--- src/rtl/fpcd_pkg.sv ---
// Package of constants for the flash protection command host controller
package fpcd_pkg;
	localparam int ADDR_W = 26;
	localparam int DATA_W = 16;
	localparam int SECT_LSB = 16;
	localparam logic [11:0] UNLOCK_A1 = 12'h0555;
	localparam logic [11:0] UNLOCK_A2 = 12'h02AA;
	localparam logic [7:0] UNLOCK_D1 = 8'hAA;
	localparam logic [7:0] UNLOCK_D2 = 8'h55;
	localparam logic [7:0] CMD_FREEZE_ENTRY = 8'h50;
	localparam logic [7:0] CMD_VOLATILE_ENTRY = 8'hE0;
	localparam logic [7:0] CMD_ECC_ENTRY = 8'h75;
	localparam logic [7:0] CMD_PROGRAM = 8'hA0;
	localparam logic [7:0] CMD_EXIT = 8'h90;
	localparam logic [7:0] CMD_RESET = 8'hF0;
	localparam logic [7:0] GUARD_SET_DATA = 8'h00;
	localparam logic [7:0] GUARD_CLEAR_DATA = 8'h01;
	localparam logic [7:0] EXIT_DATA = 8'h00;
	localparam logic [7:0] PROTECTED_CODE = 8'h00;
	localparam logic [7:0] UNPROTECTED_CODE = 8'h01;
	localparam int FAIL_BIT = 5;
	// Register offsets of the controller's own port
	localparam logic [3:0] REG_CTRL = 4'h0;
	localparam logic [3:0] REG_ADDR = 4'h1;
	localparam logic [3:0] REG_STATUS = 4'h2;
	localparam logic [3:0] REG_RDATA = 4'h3;
	// Operation codes written to the control register
	localparam logic [3:0] OP_FREEZE_CLEAR = 4'h1;
	localparam logic [3:0] OP_FREEZE_READ = 4'h2;
	localparam logic [3:0] OP_GUARD_SET = 4'h3;
	localparam logic [3:0] OP_GUARD_CLEAR = 4'h4;
	localparam logic [3:0] OP_GUARD_READ = 4'h5;
	localparam logic [3:0] OP_ECC_READ = 4'h6;
	localparam logic [3:0] OP_ARRAY_READ = 4'h7;
	localparam logic [3:0] OP_RESET = 4'h8;
	// Bus cycle timing, given in ns and rounded up to whole clk cycles
	localparam int CLK_NS = 20;
	localparam int WE_LOW_NS = 60;
	localparam int READ_ACC_NS = 120;
	localparam int WE_CYC = (WE_LOW_NS + CLK_NS - 1) / CLK_NS;
	localparam int RD_CYC = (READ_ACC_NS + CLK_NS - 1) / CLK_NS;
	localparam logic [3:0] WE_CNT = 4'(WE_CYC);
	localparam logic [3:0] RD_CNT = 4'(RD_CYC);
	typedef enum logic [1:0] {CYC_WRITE, CYC_READ} fpcd_cyc_type;
endpackage : fpcd_pkg

--- src/rtl/fpcd_cyc_if.sv ---
// Interface between the sequencer and the bus cycle engine
`timescale 1ns/1ns
`default_nettype none
interface fpcd_cyc_if;
	logic req;
	logic rd;
	logic [25:0] addr;
	logic [15:0] wdata;
	logic done;
	logic [15:0] rdata;
	modport seq (output req, rd, addr, wdata, input done, rdata);
	modport eng (input req, rd, addr, wdata, output done, rdata);
endinterface : fpcd_cyc_if
`default_nettype wire

--- src/rtl/fpcd_cycle.sv ---
// Bus cycle engine: one write or read cycle on the flash pins
`timescale 1ns/1ns
`default_nettype none
module fpcd_cycle (
	// Clock and reset
	input wire logic clk_i,
	input wire logic nrst_i,
	// Sequencer side
	fpcd_cyc_if.eng cyc,
	// Flash pins
	output logic [fpcd_pkg::ADDR_W-1:0] addr_o,
	output logic [fpcd_pkg::DATA_W-1:0] dq_out_o,
	output logic dq_oe_o,
	input wire logic [fpcd_pkg::DATA_W-1:0] dq_in_i,
	output logic ce_n_o,
	output logic oe_n_o,
	output logic we_n_o
);
	import fpcd_pkg::*;
	logic [15:0] dq_s1, dq_s2;
	logic busy, next_busy, is_rd, next_is_rd;
	logic [3:0] cnt, next_cnt;
	logic [25:0] next_addr;
	logic [15:0] next_dq, rdata, next_rdata;
	logic done, next_done;
	always_comb begin
		next_busy = busy;
		next_is_rd = is_rd;
		next_cnt = cnt;
		next_addr = addr_o;
		next_dq = dq_out_o;
		next_rdata = rdata;
		next_done = 1'b0;
		if (!busy && cyc.req) begin
			next_busy = 1'b1;
			next_is_rd = cyc.rd;
			next_addr = cyc.addr;
			next_dq = cyc.wdata;
			next_cnt = cyc.rd ? RD_CNT : WE_CNT;
		end else if (busy) begin
			if (cnt != 4'h0) begin
				next_cnt = cnt - 4'h1;
			end else begin
				next_busy = 1'b0;
				next_done = 1'b1;
				if (is_rd) begin
					next_rdata = dq_s2;
				end
			end
		end
	end
	always_ff @(posedge clk_i) begin
		dq_s1 <= dq_in_i;
		dq_s2 <= dq_s1;
		if (!nrst_i) begin
			busy <= 1'b0;
			is_rd <= 1'b0;
			cnt <= 4'h0;
			addr_o <= '0;
			dq_out_o <= '0;
			rdata <= '0;
			done <= 1'b0;
		end else begin
			busy <= next_busy;
			is_rd <= next_is_rd;
			cnt <= next_cnt;
			addr_o <= next_addr;
			dq_out_o <= next_dq;
			rdata <= next_rdata;
			done <= next_done;
		end
	end
	assign ce_n_o = !busy;
	assign we_n_o = !(busy && !is_rd && cnt != 4'h0);
	assign oe_n_o = !(busy && is_rd);
	assign dq_oe_o = busy && !is_rd;
	assign cyc.done = done;
	assign cyc.rdata = rdata;
endmodule : fpcd_cycle
`default_nettype wire

--- src/rtl/fpcd_host.sv ---
// Host controller driving protection and ECC command sequences
//
// Design decisions made here: the plain strobed port and the register addresses.
`timescale 1ns/1ns
`default_nettype none
module fpcd_host (
	// Clock and reset
	input wire logic clk_i,
	input wire logic nrst_i,
	// Register port
	input wire logic [3:0] reg_addr_i,
	input wire logic [31:0] reg_wdata_i,
	input wire logic reg_wr_i,
	input wire logic reg_rd_i,
	output logic [31:0] reg_rdata_o,
	// Flash pins
	output logic [fpcd_pkg::ADDR_W-1:0] addr_o,
	output logic [fpcd_pkg::DATA_W-1:0] dq_out_o,
	output logic dq_oe_o,
	input wire logic [fpcd_pkg::DATA_W-1:0] dq_in_i,
	output logic ce_n_o,
	output logic oe_n_o,
	output logic we_n_o
);
	import fpcd_pkg::*;
	typedef enum logic [1:0] {S_IDLE, S_ISSUE, S_WAIT} fpcd_state_type;
	fpcd_cyc_if cyc ();
	fpcd_state_type state, next_state;
	logic [3:0] op, next_op, step, next_step, nsteps;
	logic [25:0] target, next_target;
	logic [15:0] result, next_result;
	logic fail, next_fail, protect, next_protect;
	logic [25:0] c_addr;
	logic [15:0] c_data;
	logic c_rd;
	function automatic logic [25:0] sect_addr(input logic [25:0] a);
		sect_addr = {a[25:SECT_LSB], 16'h0000};
	endfunction : sect_addr
	function automatic logic [25:0] cmd_addr(input logic [11:0] a);
		cmd_addr = {14'h0000, a};
	endfunction : cmd_addr
	function automatic logic [15:0] cmd_data(input logic [7:0] d);
		cmd_data = {8'h00, d};
	endfunction : cmd_data
	// Cycle table: operation and step select address, data and direction
	always_comb begin
		c_addr = '0;
		c_data = '0;
		c_rd = 1'b0;
		nsteps = 4'h1;
		if (op == OP_ARRAY_READ) begin
			c_addr = target;
			c_rd = 1'b1;
		end else if (op == OP_RESET) begin
			c_data = cmd_data(CMD_RESET);
		end else begin
			unique case (step)
				4'h0: begin
					c_addr = cmd_addr(UNLOCK_A1);
					c_data = cmd_data(UNLOCK_D1);
				end
				4'h1: begin
					c_addr = cmd_addr(UNLOCK_A2);
					c_data = cmd_data(UNLOCK_D2);
				end
				4'h2: begin
					c_addr = cmd_addr(UNLOCK_A1);
					if (op == OP_FREEZE_CLEAR || op == OP_FREEZE_READ) begin
						c_data = cmd_data(CMD_FREEZE_ENTRY);
					end else if (op == OP_ECC_READ) begin
						c_data = cmd_data(CMD_ECC_ENTRY);
					end else begin
						c_data = cmd_data(CMD_VOLATILE_ENTRY);
					end
				end
				4'h3: begin
					if (op == OP_FREEZE_READ) begin
						c_rd = 1'b1;
					end else if (op == OP_GUARD_READ) begin
						c_addr = sect_addr(target);
						c_rd = 1'b1;
					end else if (op == OP_ECC_READ) begin
						c_addr = target;
						c_rd = 1'b1;
					end else begin
						c_data = cmd_data(CMD_PROGRAM);
					end
				end
				4'h4: begin
					if (op == OP_ECC_READ) begin
						c_data = cmd_data(CMD_RESET);
					end else if (op == OP_FREEZE_CLEAR) begin
						c_data = cmd_data(8'h00);
					end else if (op == OP_GUARD_SET) begin
						c_addr = sect_addr(target);
						c_data = cmd_data(GUARD_SET_DATA);
					end else if (op == OP_GUARD_CLEAR) begin
						c_addr = sect_addr(target);
						c_data = cmd_data(GUARD_CLEAR_DATA);
					end else begin
						c_data = cmd_data(CMD_EXIT);
					end
				end
				4'h5: begin
					if (op == OP_FREEZE_READ || op == OP_GUARD_READ) begin
						c_data = cmd_data(EXIT_DATA);
					end else begin
						c_data = cmd_data(CMD_EXIT);
					end
				end
				default: begin
					c_data = cmd_data(EXIT_DATA);
				end
			endcase
			if (op == OP_ECC_READ) begin
				nsteps = 4'h5;
			end else if (op == OP_FREEZE_READ || op == OP_GUARD_READ) begin
				nsteps = 4'h6;
			end else begin
				nsteps = 4'h7;
			end
		end
	end
	assign cyc.req = (state == S_ISSUE);
	assign cyc.rd = c_rd;
	assign cyc.addr = c_addr;
	assign cyc.wdata = c_data;
	always_comb begin
		next_state = state;
		next_op = op;
		next_step = step;
		next_target = target;
		next_result = result;
		next_fail = fail;
		next_protect = protect;
		unique case (state)
			S_IDLE: begin
				if (reg_wr_i && reg_addr_i == REG_ADDR) begin
					next_target = reg_wdata_i[25:0];
				end
				if (reg_wr_i && reg_addr_i == REG_CTRL &&
				    reg_wdata_i[3:0] >= OP_FREEZE_CLEAR &&
				    reg_wdata_i[3:0] <= OP_RESET) begin
					next_op = reg_wdata_i[3:0];
					next_step = 4'h0;
					next_state = S_ISSUE;
				end
			end
			S_ISSUE: begin
				next_state = S_WAIT;
			end
			S_WAIT: begin
				if (cyc.done) begin
					if (c_rd) begin
						next_result = cyc.rdata;
						next_protect = (cyc.rdata[7:0] == PROTECTED_CODE);
						next_fail = cyc.rdata[FAIL_BIT];
					end
					if (step + 4'h1 >= nsteps) begin
						next_state = S_IDLE;
					end else begin
						next_step = step + 4'h1;
						next_state = S_ISSUE;
					end
				end
			end
		endcase
	end
	always_ff @(posedge clk_i) begin
		if (!nrst_i) begin
			state <= S_IDLE;
			op <= 4'h0;
			step <= 4'h0;
			target <= '0;
			result <= '0;
			fail <= 1'b0;
			protect <= 1'b0;
		end else begin
			state <= next_state;
			op <= next_op;
			step <= next_step;
			target <= next_target;
			result <= next_result;
			fail <= next_fail;
			protect <= next_protect;
		end
	end
	// Register read data, one cycle after the strobe
	always_ff @(posedge clk_i) begin
		if (!nrst_i) begin
			reg_rdata_o <= '0;
		end else if (reg_rd_i) begin
			unique case (reg_addr_i)
				REG_ADDR: reg_rdata_o <= {6'h00, target};
				REG_STATUS: reg_rdata_o <= {29'h0, fail, protect,
				    state != S_IDLE};
				REG_RDATA: reg_rdata_o <= {16'h0000, result};
				REG_CTRL: reg_rdata_o <= {28'h0, op};
				default: reg_rdata_o <= '0;
			endcase
		end else begin
			reg_rdata_o <= '0;
		end
	end
	fpcd_cycle u_cycle (
		.clk_i(clk_i),
		.nrst_i(nrst_i),
		.cyc(cyc.eng),
		.addr_o(addr_o),
		.dq_out_o(dq_out_o),
		.dq_oe_o(dq_oe_o),
		.dq_in_i(dq_in_i),
		.ce_n_o(ce_n_o),
		.oe_n_o(oe_n_o),
		.we_n_o(we_n_o)
	);
	property p_fc_entry;
		@(posedge clk_i) disable iff (!nrst_i)
		(state == S_ISSUE && op == OP_FREEZE_CLEAR && step == 4'h2)
		|-> cyc.wdata == 16'h0050 && cyc.addr == 26'h000_0555;
	endproperty
	a_fc_entry: assert property (p_fc_entry) else $error("bad freeze entry");
	property p_sect;
		@(posedge clk_i) disable iff (!nrst_i)
		(state == S_ISSUE && op == OP_GUARD_SET && step == 4'h4)
		|-> cyc.addr[15:0] == 16'h0000 && cyc.wdata == 16'h0000;
	endproperty
	a_sect: assert property (p_sect) else $error("bad sector set");
	property p_exit;
		@(posedge clk_i) disable iff (!nrst_i)
		(state == S_ISSUE && op == OP_GUARD_CLEAR && step == 4'h5)
		|-> cyc.wdata == 16'h0090 && !cyc.rd;
	endproperty
	a_exit: assert property (p_exit) else $error("bad exit");
	property p_hi;
		@(posedge clk_i) disable iff (!nrst_i)
		(state == S_ISSUE && !cyc.rd) |-> cyc.wdata[15:8] == 8'h00;
	endproperty
	a_hi: assert property (p_hi) else $error("upper byte set");
	property p_busy;
		@(posedge clk_i) disable iff (!nrst_i)
		(state == S_ISSUE) |=> !ce_n_o;
	endproperty
	a_busy: assert property (p_busy) else $error("no cycle");
	property p_ecc;
		@(posedge clk_i) disable iff (!nrst_i)
		(state == S_ISSUE && op == OP_ECC_READ && step == 4'h4)
		|-> cyc.wdata == 16'h00F0;
	endproperty
	a_ecc: assert property (p_ecc) else $error("no ecc leave");
	property p_rdread;
		@(posedge clk_i) disable iff (!nrst_i)
		(state == S_ISSUE && cyc.rd) |=> !oe_n_o && we_n_o;
	endproperty
	a_rdread: assert property (p_rdread) else $error("read bad");
	property p_prot;
		@(posedge clk_i) disable iff (!nrst_i)
		(state == S_WAIT && cyc.done && c_rd && cyc.rdata[7:0] == 8'h01)
		|=> !protect;
	endproperty
	a_prot: assert property (p_prot) else $error("status code");
endmodule : fpcd_host
`default_nettype wire

--- config.mk ---
export PLATFORM = sky130hd
export DESIGN_NAME = fpcd_host
export DESIGN_NICKNAME = d
export VERILOG_FILES = /design/src/rtl/fpcd_pkg.sv /design/src/rtl/fpcd_cyc_if.sv /design/src/rtl/fpcd_cycle.sv /design/src/rtl/fpcd_host.sv
export SDC_FILE = /design/constraint.sdc
export NUM_CORES = 1
export LEC_CHECK = 0
export BUFFER_PORTS_ARGS = -buffer_cell sky130_fd_sc_hd__buf_2
export CAP_MARGIN = 20
export CORE_UTILIZATION = 25
export CTS_BUF_LIST = sky130_fd_sc_hd__clkbuf_16
export DETAILED_ROUTE_END_ITERATION = 16
export GPL_ROUTABILITY_DRIVEN = 0
export PLACE_DENSITY = 0.53
export SLEW_MARGIN = 0
export SYNTH_ARGS = -nofsm -noshare
export SYNTH_HDL_FRONTEND = slang
export SYNTH_SLANG_ARGS = --single-unit
--- constraint.sdc ---
create_clock -name clk_i -period 2.65 [get_ports clk_i]
set_input_delay 0.265 -clock clk_i [delete_from_list [all_inputs] [get_ports clk_i]]
set_output_delay 0.265 -clock clk_i [all_outputs]
set_load 0.02 [all_outputs]
Yosys cells after proc, flatten, opt, wreduce, memory -nomap -nowiden
Index checks and enable logic that the tools add are counted.
- input port bits: 56
- register bits: 183
- word-level logic and storage cells: 130
- output and inout bits: 78
- mux-type cells: 50
- order comparisons: 3
- add/sub/neg operators: 2
- reductions and logical operators: 33
- eq/ne operators: 21
- bitwise logic cells: 4
- operator list (kind ; number):
    $mux W26 ; 9
    $pmux W26 S4 ; 2
    $mux W8 ; 12
    $pmux W8 S6 ; 1
    $eq A4 B2 Y1 const B ; 6
    $eq A4 B3 Y1 const B ; 6
    $mux W4 ; 6
    $eq A4 B1 Y1 const B ; 3
    $mux W1 ; 12
    $reduce_and A2 Y1 ; 5
    $mux W3 ; 3
    $logic_and A1 B1 Y1 ; 8
    $logic_not A4 Y1 ; 2
    $logic_not A8 Y1 ; 1
    $pmux W4 S2 ; 1
    $reduce_and A4 Y1 ; 2
    $reduce_bool A2 Y1 ; 4
    $mux W2 ; 3
    $pmux W2 S3 ; 1
    $add A4 B1 Y4 const B ; 1
    $eq A4 B4 Y1 const B ; 1
    $ge A4 B1 Y1 const B ; 1
    $ge A4 B4 Y1 ; 1
    $le A4 B4 Y1 const B ; 1
    other kinds (13) ; 21

Longest topological paths before layout
Gate-level depths: netlist (run 1).
- word-level depth: 10
- gate-level depth with buffers: 11
- gate-level depth less buffers: 9

By module
A second synthesis (run 1) with hierarchy kept.
- cells, all modules: 793
- area total of the unflattened synthesis: 7011.7 um2
- by module, submodules not included (module ; sequential area each (um2) ; area each (um2) ; cells an instance ; times used):
    fpcd_host ; 1581.5 ; 3891.2 ; 465 ; 1
    fpcd_cycle ; 1941.9 ; 3120.5 ; 328 ; 1

Worst setup path before layout (run 1)
OpenSTA, ideal clock, no wires.
- path type: reg-to-reg
- start point: register op[2]
- end point: register step[1]
- path slack: 0.501 ns
- buffers on the path: 2
- cell stages (with the launch flop): 12
- clock period less this slack: 2.149 ns
- setup time: 0.118 ns
- arrival: 2.031 ns
- required time: 2.532 ns
- cell sequence: dfxtp_1 > buf_2 > clkbuf_1 > nand3b_1 > o21ai_0 > nand2_1 > ha_1 > nor3b_1 > o2111ai_1 > o21ba_4 > a22oi_1 > nor2b_1
- cells in the longest elaborated chain, start to end: 9
- elaborated cells on any way between the ends: 13
- classes of those cells: 1 x order compare; 6 x eq/ne; 4 x mux; 2 x reduce/logical
- RTL lines (item ; RTL line ; source):
    start, declared ; fpcd_host.sv:29 ; logic [3:0] op, next_op, step, next_step, nsteps;
    start signal, assigned ; fpcd_host.sv:180 ; op <= next_op;
    $eq A4 B2 Y1 or $eq A4 B3 Y1 (tied branches) ; fpcd_host.sv:117 ; end else if (op == OP_FREEZE_READ || op == OP_GUARD_READ) begin
    $logic_or A1 B1 Y1 ; fpcd_host.sv:117 ;
    $mux W1 ; fpcd_host.sv:117 ;
    $mux W2 ; fpcd_host.sv:115 ; if (op == OP_ECC_READ) begin
    $mux W3 ; fpcd_host.sv:54 ; end else if (op == OP_RESET) begin
    $mux W3 * ; fpcd_host.sv:51 ; if (op == OP_ARRAY_READ) begin
    $ge A4 B4 Y1 * ; fpcd_host.sv:159 ; if (step + 4'h1 >= nsteps) begin
    $ne A2 B2 Y1 (no source line) * ; -- ;
    $reduce_and A4 Y1 (no source line) * ; -- ;
    end signal, assigned ; fpcd_host.sv:181 ; step <= next_step;
    end, declared ; fpcd_host.sv:29 ;
Mark *: on every way between the ends. The rest lies on a longest branch, timed or not.
A chain may end at the register's enable or synchronous reset.

Final worst setup path (run 1)
- start point: register op[0]
- end point: register step[1]
The elaborated chain is that of the path after synthesis.

==> metrics, run 1 <==
Warnings, synthesis=0; CTS root buffer=clkbuf_16; PwrDens=646 mW/mm^2; type of origin of the critical path=flip-flop; global-route wire length before repair=25.9 mm; drt initial violations=258; Worst EP required=2.97 ns; Post-synth top flop=dfxtp_1; maximum fanout along the worst path=13; f_max=431 MHz; DIE AREA=0.0260 mm^2; Num CTS Buffers=17; drt total wl=16.5 mm; Detailed Routing Iterations Pass 1=4; Reg clk slew, reported paths=0.07 ns; Yosys top cell area share=52.7%; Die W=161 um; GRT overflow=0; area leader, netlist=dfxtp_1; CTS Sinks=167; CP Class=flip-flop to flip-flop; Site Rows=57; register area=0.00334 mm^2; crit share post-route=87.6%; number of setup violations in the final report=0; Layout area overhead=25.0%; Mapped Area=0.00634 mm^2; Initial Util=25.8%; Distinct cells, synth=64; fraction of registers with async set/reset=0%; clock skew=0.0311 ns; register area share after synthesis=52.7%; Buffers on Ports=113; CTS tree=done; pin count of the biggest net entering global routing=53; synthesis-stage register bit count=167; Hold Crit Class=primary input to flip-flop; H-tree depth=4; top-count cell post-synth=dfxtp_1; Post-synth EDFFs=0; Final #Nets=882; Post-synth top cells=dfxtp_1, nand2_1, a21oi_1; maxcap violations=0; GR Util All Layers=12.9%; Rel. slew slack=53.9%; Max VDD drop=0.252 mV; clk_lat worst skew=0.44 ns; vias per cell=4.41; CORE AREA=0.0246 mm^2; status=complete, no violations; Multi-input gate area=0.00267 mm^2; Final Slew Violations=0; Post-CTS Repair Setup Buffers=0; Worst EP arrival=2.64 ns; Final min period=2.32 ns; Final Hold Viols=0; Synth Instances=697; Cells after DPL=1,107; Setup TNS Final=0 ns; Synth area leaders=dfxtp_1, nand2_1, a21oi_1; Final Non-Filler Cells=1,156; Static Leak=3.16 nW; Layout fillers=2,652; RSZ-0062 raised after global routing=false; via count=5,094; Syn Area/Cell=9.10 um^2; layout cell share with drive strength beyond 1=21.7%; Die Height=161 um; Avg WL per Cell=14.2 um; I/O Pins=134; initial antenna violation count=0; Detail Route Antenna Nets=0; Clock Path Buffers=2; Worst Max-Slew Pin Slew=0.687 ns; DRC violations left=0; number of global-route vias before repair=4,707; CP Capture Type=flip-flop; Detailed Place HPWL=12.0 mm
[power breakdown]
part	internal [W]	leakage, nW	switching, W
registers	0.00254	1.36	0.0000141
logic	0.0000649	1.53	0.000106
clock network	0.00132	0.275	0.00108
[registers in the layout, indices dropped and copies added, names as in the netlist, 2 cells and up]
register / count
target: 26
u_cycle.cnt: 4
op: 4
u_cycle.dq_s2: 16
u_cycle.cyc.rdata: 16
u_cycle.dq_out_o: 7
step: 4
u_cycle.addr_o: 26
reg_rdata_o: 26
state: 2
result: 16
u_cycle.dq_s1: 16
[critical path: stages (launching register included)]
cell       delay (ns)
dfxtp_1          0.44
nor4b_2          0.48
nor2_1           0.10
o21ai_0          0.11
ha_1             0.26
o21ai_0          0.20
o2111ai_1        0.17
o21ba_4          0.25
a22oi_1          0.13
nor2b_1          0.06
[placed cells by master (no fill, tap or decap), types with 5 or more instances in the layout]
cell type,instances
a211oi_1,5
a21o_1,5
a21oi_1,50
a221oi_1,11
a22o_1,15
a22oi_1,14
and2_1,14
and3_1,5
buf_2,113
buf_4,23
clkbuf_16,17
conb_1,14
dfxtp_1,167
dlygate4sd3_1,16
ha_1,8
inv_1,8
mux2i_1,6
nand2_1,124
nand2b_1,6
nand3_1,28
nor2_1,45
nor2b_1,5
nor3_1,5
nor3b_1,5
nor4_1,5
o21ai_0,18
o21ai_1,25
[layer usage]
metal  track usage (%)  routed length [um]
met5                 0                   0
met1              17.1                7950
met4              3.34                  71
met3              2.90                 683
met2              21.1                7750
[worst paths after layout]
kind,start,to,slack [ns],cells after the start
hold reg to reg,u_cycle.dq_s1[4],u_cycle.dq_s2[4],0.33,0
hold / removal,reg_wdata_i[12],target[12],0.06,3
setup reg to reg,op[0],step[1],0.33,9
setup / recovery,op[0],step[1],0.33,9
[repair_timing]
item / 4_1_cts / 5_1_grt
endpoints found under the hold margin: 16 / 0
gates resized for setup: 0 / 0
hold buffers: 16 / 0
[layout make-up]
type	instances	share of cell area [%]
clock buffers	17	5.36
diodes	1	0.0315
multi-input cells	470	33.7
well taps	324	5.11
clock inverters	15	1.85
repair buffers	152	11.3
flip-flops and latches	167	42.1
inverters	10	0.473
[cells by family (layout without fill, tap and decap cells)]
group / Yosys count / count (layout) / synth area share, %
AO/OA/AOI/OAI: 166 / 166 / 16.9
buffers and inverters: 73 / 194 / 5.92
XOR/XNOR: 5 / 5 / 0.690
adder cells (fa/ha/maj): 9 / 9 / 1.74
AND/OR/NAND/NOR: 268 / 268 / 20.3
other: 1 / 15 / 0.0591
multiplexers: 8 / 8 / 1.66
flip-flops: 167 / 167 / 52.7
[per-stage QoR]
step	utilization (%)	power, W	hold slack (ns)	area, um^2	setup slack [ns]
after floorplan	-	0.00271	0.293	6390	0.501
after global placement	29.3	0.00277	0.313	7200	0.382
after detailed placement	29.3	0.00277	0.312	7200	0.344
after CTS	32.2	0.00521	0.0568	7930	0.329
after global routing	32.2	0.00533	0.0598	7930	0.0964
final	32.2	0.00513	0.0636	7930	0.330
Power figures use the tool's default switching activity.
==> run 2: changes to the inputs <==
CTS_BUF_LIST = sky130_fd_sc_hd__clkbuf_8   (was sky130_fd_sc_hd__clkbuf_16)
==> metrics, run 2 (synthesis results as in run 1) <==
status=complete, no violations (unchanged); Buffers on Ports=113 (unchanged); hold path startpoint=reg_wdata_i[15] (was reg_wdata_i[12]); H-tree depth=4 (unchanged); Hold-fix buffers, CTS=16 (unchanged); crit share post-route=87.3% (was 87.6%); drt total wl=16.5 mm (about the same); DIE AREA=0.0260 mm^2 (unchanged); met2 Resource Use GR=20.7% (was 21.1%); Max VDD drop=0.261 mV (was 0.252 mV); commonest non-fill, non-tap cell in the layout=dfxtp_1 (unchanged); Post-CTS Repair Setup Buffers=0 (unchanged); CP Cell Sequence=nor4b_2, nor2_1, o21ai_0, ha_1, o21ai_0, o2111ai_1, o21ba_4, a22oi_1, nor2b_1 (unchanged); most frequent cells in the layout=dfxtp_1, nand2_1, buf_2, a21oi_1, nor2_1 (unchanged); Rel. slew slack=54.7% (was 53.9%); Num CTS Buffers=17 (unchanged); Cells after DPL=1,107 (unchanged); type of origin of the critical path=flip-flop (unchanged); GRT overflow=0 (unchanged); Crit path top cell by count=o21ai_0 (unchanged); CORE AREA=0.0246 mm^2 (unchanged); Final Slew Violations=0 (unchanged); hold path cells=3 (unchanged); Detailed Routing Iterations Pass 1=4 (unchanged); f_max=432 MHz (was 431 MHz); clk_lat worst skew=0.46 ns (was 0.44 ns); DRC violations left=0 (unchanged); layout cell share with drive strength beyond 1=21.8% (was 21.7%); Die Height=161 um (unchanged); Worst EP arrival=2.66 ns (was 2.64 ns); initial antenna violation count=1 (was 0); clock skew=0.0183 ns (was 0.0311 ns); GR Util All Layers=12.9% (about the same); Worst Max-Slew Pin Slew=0.674 ns (was 0.687 ns); post-CTS sizing=0 (unchanged); Finished Cell Area=0.00776 mm^2 (was 0.00793 mm^2); Final min period=2.31 ns (was 2.32 ns); Register-to-Register Setup Slack=0.34 ns (was 0.33 ns); critical path's largest stage delay=0.49 ns (was 0.48 ns); Die W=161 um (unchanged); global-route wire length before repair=25.8 mm (was 25.9 mm); CP Capture Type=flip-flop (unchanged); Detail Route Antenna Nets=0 (unchanged); Setup TNS Final=0 ns (unchanged); met3 Resource Use GR=2.90% (unchanged); Layout area overhead=22.3% (was 25.0%); Reg clk slew, reported paths=0.09 ns (was 0.07 ns); Worst EP required=3.00 ns (was 2.97 ns); Slowest-stage cell, CP=nor4b_2 (unchanged); Detailed Place HPWL=12.0 mm (unchanged); Clock Path Buffers=2 (unchanged); number of setup violations in the final report=0 (unchanged); vias per cell=4.38 (was 4.41); CTS tree=done (unchanged); Placement Setup Slack=0.344 ns (unchanged); maximum fanout along the worst path=13 (unchanged); CTS Sinks=167 (unchanged); Hold Crit Class=primary input to flip-flop (unchanged); drt initial violations=275 (was 258); RR Startpoint=op[0] (unchanged); busiest grt layer=met2 (unchanged); number of global-route vias before repair=4,669 (was 4,707); Avg WL per Cell=14.3 um (was 14.2 um); CTS root buffer=clkbuf_8 (was clkbuf_16); DP Area=0.00720 mm^2 (unchanged); maxcap violations=0 (unchanged); GR Layer Usage met1=17.2% (was 17.1%); via count=5,073 (was 5,094); Final #Nets=883 (was 882); CP Class=flip-flop to flip-flop (unchanged); pin count of the biggest net entering global routing=53 (unchanged); Site Rows=57 (unchanged); RSZ-0062 raised after global routing=false (unchanged); sink of the worst hold path=target[15] (was target[12]); Top Registers=reg_rdata_o (26), target (26), u_cycle.addr_o (26) (unchanged); R2R Path End=step[1] (unchanged); Static Leak=3.08 nW (was 3.16 nW); Final Hold Viols=0 (unchanged); Layout fillers=2,670 (was 2,652); Final Non-Filler Cells=1,157 (was 1,156); PwrDens=584 mW/mm^2 (was 646 mW/mm^2); Pwr Total=0.00453 W (was 0.00513 W); Worst Setup Slack, final=0.336 ns (was 0.330 ns); Initial Util=25.8% (unchanged); worst r2r path cells=9 (unchanged); I/O Pins=134 (unchanged)
==> run 2: cell count changes in the layout (fill, tap and decap cells not counted) <==
cell,before,now
clkbuf_8,0,18
clkbuf_16,17,0
clkinv_1,1,0
dlygate4sd3_1,16,17
==> run 2: per-stage QoR <==
step | utilization [%] | hold WS (ns)
6_report | 31.5 | 0.0459
5_1_grt | 31.5 | 0.0122
4_1_cts | 31.5 | 0.00326
3_5_place_dp | 29.3 | 0.312
3_3_place_gp | 29.3 | 0.313
2_1_floorplan | - | 0.293
==> run 2: cell type report <==
cell class                      instances  area (um^2)  share of cell area, %
Clock buffer                           18          248                   3.19
Inverter                               10         37.5                  0.484
Multi-Input combinational cell        470         2670                   34.5
Sequential cell                       167         3340                   43.1
Clock inverter                         14          143                   1.84
Timing Repair Buffer                  153          908                   11.7
Tap cell                              324          405                   5.22
Antenna cell                            1         2.50                 0.0322
==> run 2: power breakdown <==
part | switching (W) | internal (W) | leakage, nW
Sequential | 0.0000140 | 0.00254 | 1.36
Clock | 0.00101 | 0.000794 | 0.193
Combinational | 0.000105 | 0.0000659 | 1.53
==> run 2: per-layer routing <==
metal | wire, um | vias up
met3 | 695 | 8
met4 | 109 | 0
met2 | 7800 | 110
li1 | - | 2637
met1 | 7920 | 2318
met5 | 0 | -
==> run 2: worst max-delay path: cells and delay by family, from the launching register on <==
family | cells | cell delay (ns)
fa+ha+maj | 1 | 0.26
flops | 1 | 0.44
compound gates | 5 | 0.86
simple gates | 3 | 0.65
==> run 2: worst max-delay path by stage <==
stage / slack (ns) / from / to / cells past startpoint
after detailed placement: 0.34 / op[0] / step[1] / 9
after CTS: 0.33 / op[0] / step[1] / 9
final: 0.34 / op[0] / step[1] / 9
after global placement: 0.38 / op[0] / step[1] / 9
after global routing: 0.1 / op[0] / step[2] / 9
after floorplan: 0.50 / op[2] / step[1] / 11
==> run 3: changes to the inputs <==
clock period = 2.7 ns   (was 2.65 ns; I/O delays follow)
==> metrics, run 3 (synthesis results as in run 1) <==
status=complete, no violations (unchanged); DP Area=0.00721 mm^2 (was 0.00720 mm^2); drt total wl=16.4 mm (was 16.5 mm); PwrDens=575 mW/mm^2 (was 584 mW/mm^2); Site Rows=57 (unchanged); post-CTS sizing=0 (unchanged); CP Cell Sequence=nor4b_2, nor2_1, o21ai_0, ha_1, o21ai_0, o2111ai_1, o21ba_4, a22oi_1, nor2b_1 (unchanged); Die Height=161 um (unchanged); DIE AREA=0.0260 mm^2 (unchanged); CTS tree=done (unchanged); Layout area overhead=22.3% (about the same); post-layout util=31.5% (about the same); CP Capture Type=flip-flop (unchanged); maxcap violations=0 (unchanged); worst r2r path cells=9 (unchanged); CP Class=flip-flop to flip-flop (unchanged); GR Util All Layers=13.0% (was 12.9%); hold path startpoint=reg_wdata_i[17] (was reg_wdata_i[15]); RSZ-0062 raised after global routing=false (unchanged); CTS root buffer=clkbuf_8 (unchanged); H-tree depth=4 (unchanged); CORE AREA=0.0246 mm^2 (unchanged); number of setup violations in the final report=0 (unchanged); type of origin of the critical path=flip-flop (unchanged); Num CTS Buffers=17 (unchanged); Final #Nets=883 (unchanged); GRT overflow=0 (unchanged); worst path buffer plus inverter count=0 (unchanged); Buffers on Ports=113 (unchanged); hold path cells=3 (unchanged); R2R Path End=step[1] (unchanged); pin count of the biggest net entering global routing=52 (was 53); Worst Max-Slew Pin Slew=0.703 ns (was 0.674 ns); number of global-route vias before repair=4,750 (was 4,669); Initial Util=25.8% (unchanged); initial antenna violation count=0 (was 1); sink of the worst hold path=target[17] (was target[15]); Setup TNS Final=0 ns (unchanged); global-route wire length before repair=26.0 mm (was 25.8 mm); Pwr Total=0.00446 W (was 0.00453 W); Rel. slew slack=52.8% (was 54.7%); f_max=435 MHz (was 432 MHz); family with the most delay on the worst path=compound AO/OA/AOI/OAI gates (unchanged); Final Slew Violations=0 (unchanged); Finished Cell Area=0.00776 mm^2 (about the same); Avg WL per Cell=14.2 um (was 14.3 um); drt initial violations=246 (was 275); vias per cell=4.38 (about the same); Detailed Routing Iterations Pass 1=4 (unchanged); Register-to-Register Setup Slack=0.40 ns (was 0.34 ns); via count=5,052 (was 5,073); Hold Crit Class=primary input to flip-flop (unchanged); maximum fanout along the worst path=11 (was 13); Detail Route Antenna Nets=0 (unchanged); RR Startpoint=op[3] (was op[0]); clk_lat worst skew=0.45 ns (was 0.46 ns); Static Leak=3.07 nW (was 3.08 nW); Reg clk slew, reported paths=0.09 ns (about the same); Slowest-stage cell, CP=dfxtp_1 (was nor4b_2); Worst EP arrival=2.65 ns (was 2.66 ns); Final min period=2.30 ns (was 2.31 ns); critical path depth=9 (unchanged); Crit path top cell by count=o21ai_0 (unchanged); Top Registers=reg_rdata_o (26), target (26), u_cycle.addr_o (26) (unchanged); Detailed Place HPWL=12.0 mm (about the same); critical path's largest stage delay=0.54 ns (was 0.49 ns); DRC violations left=0 (unchanged); clock skew=0.0153 ns (was 0.0183 ns); Clock Path Buffers=2 (unchanged); most frequent cells in the layout=dfxtp_1, nand2_1, buf_2, a21oi_1, nor2_1 (unchanged); Die W=161 um (unchanged); Worst EP required=3.05 ns (was 3.00 ns); I/O Pins=134 (unchanged); diodes inserted=0 (was 1); CTS Sinks=167 (unchanged); Max VDD drop=0.276 mV (was 0.261 mV); crit share post-route=85.0% (was 87.3%); commonest non-fill, non-tap cell in the layout=dfxtp_1 (unchanged); Final Hold Viols=0 (unchanged); layout cell share with drive strength beyond 1=21.8% (about the same)
run 3: cell types whose count changed in the layout (fill, tap and decap cells not counted), sizes merged:
cell / delta
bufinv: +1
dlygate4sd3: -1
diode: -1
clkinv: -2
clkinvlp: +2
buf: +1
inv: -3
run 3: worst max path at each step:
stage | slack [ns] | endpoint | startpoint
6_report | 0.40 | step[1] | op[3]
5_1_grt | 0.19 | step[1] | op[3]
4_1_cts | 0.39 | step[1] | op[3]
3_5_place_dp | 0.41 | step[1] | op[3]
3_3_place_gp | 0.42 | step[1] | op[3]
2_1_floorplan | 0.55 | step[1] | op[2]
run 3: worst reg2reg max path, delay by kind of cell (launching register included):
kind | cells | cell delay [ns]
AO/OA/AOI/OAI | 5 | 0.86
adder cells (fa/ha/maj) | 1 | 0.25
flip-flops | 1 | 0.54
AND/OR/NAND/NOR | 3 | 0.56
run 3: metrics by stage:
stage          hold WS [ns]  std cells  worst slack (ns)
2_1_floorplan         0.298        710             0.551
5_1_grt              0.0248       1154             0.192
3_5_place_dp          0.313       1108             0.411
3_3_place_gp          0.314       1108             0.419
4_1_cts              0.0195       1154             0.393
6_report             0.0474       1154             0.404
run 3: final cells by class:
type	instances	area [um^2]
clock buffer	18	248
clock inverter	12	144
fill	2665	16800
inverter	10	37.5
multi-input combinational	470	2670
sequential	167	3340
tap	324	405
timing repair buffer	153	906
run 3: metal layers:
metal | up-vias | GRT usage (%) | wire, um
met5 | - | 0 | 0
met4 | 0 | 3.99 | 170
met3 | 16 | 2.75 | 664
met2 | 114 | 21.0 | 7590
met1 | 2301 | 17.2 | 7950
li1 | 2621 | - | -
run 3: power by group:
part | internal, W | leakage [nW] | switching, W
Clock | 0.000849 | 0.182 | 0.000939
Combinational | 0.0000637 | 1.53 | 0.000104
Sequential | 0.00249 | 1.36 | 0.0000140
Total | 0.00341 | 3.07 | 0.00106
run 3: repair_timing:
item / CTS / global route
endpoints found under the hold margin: 16 / 0
hold buffers: 16 / 0
setup buffers: 0 / 0
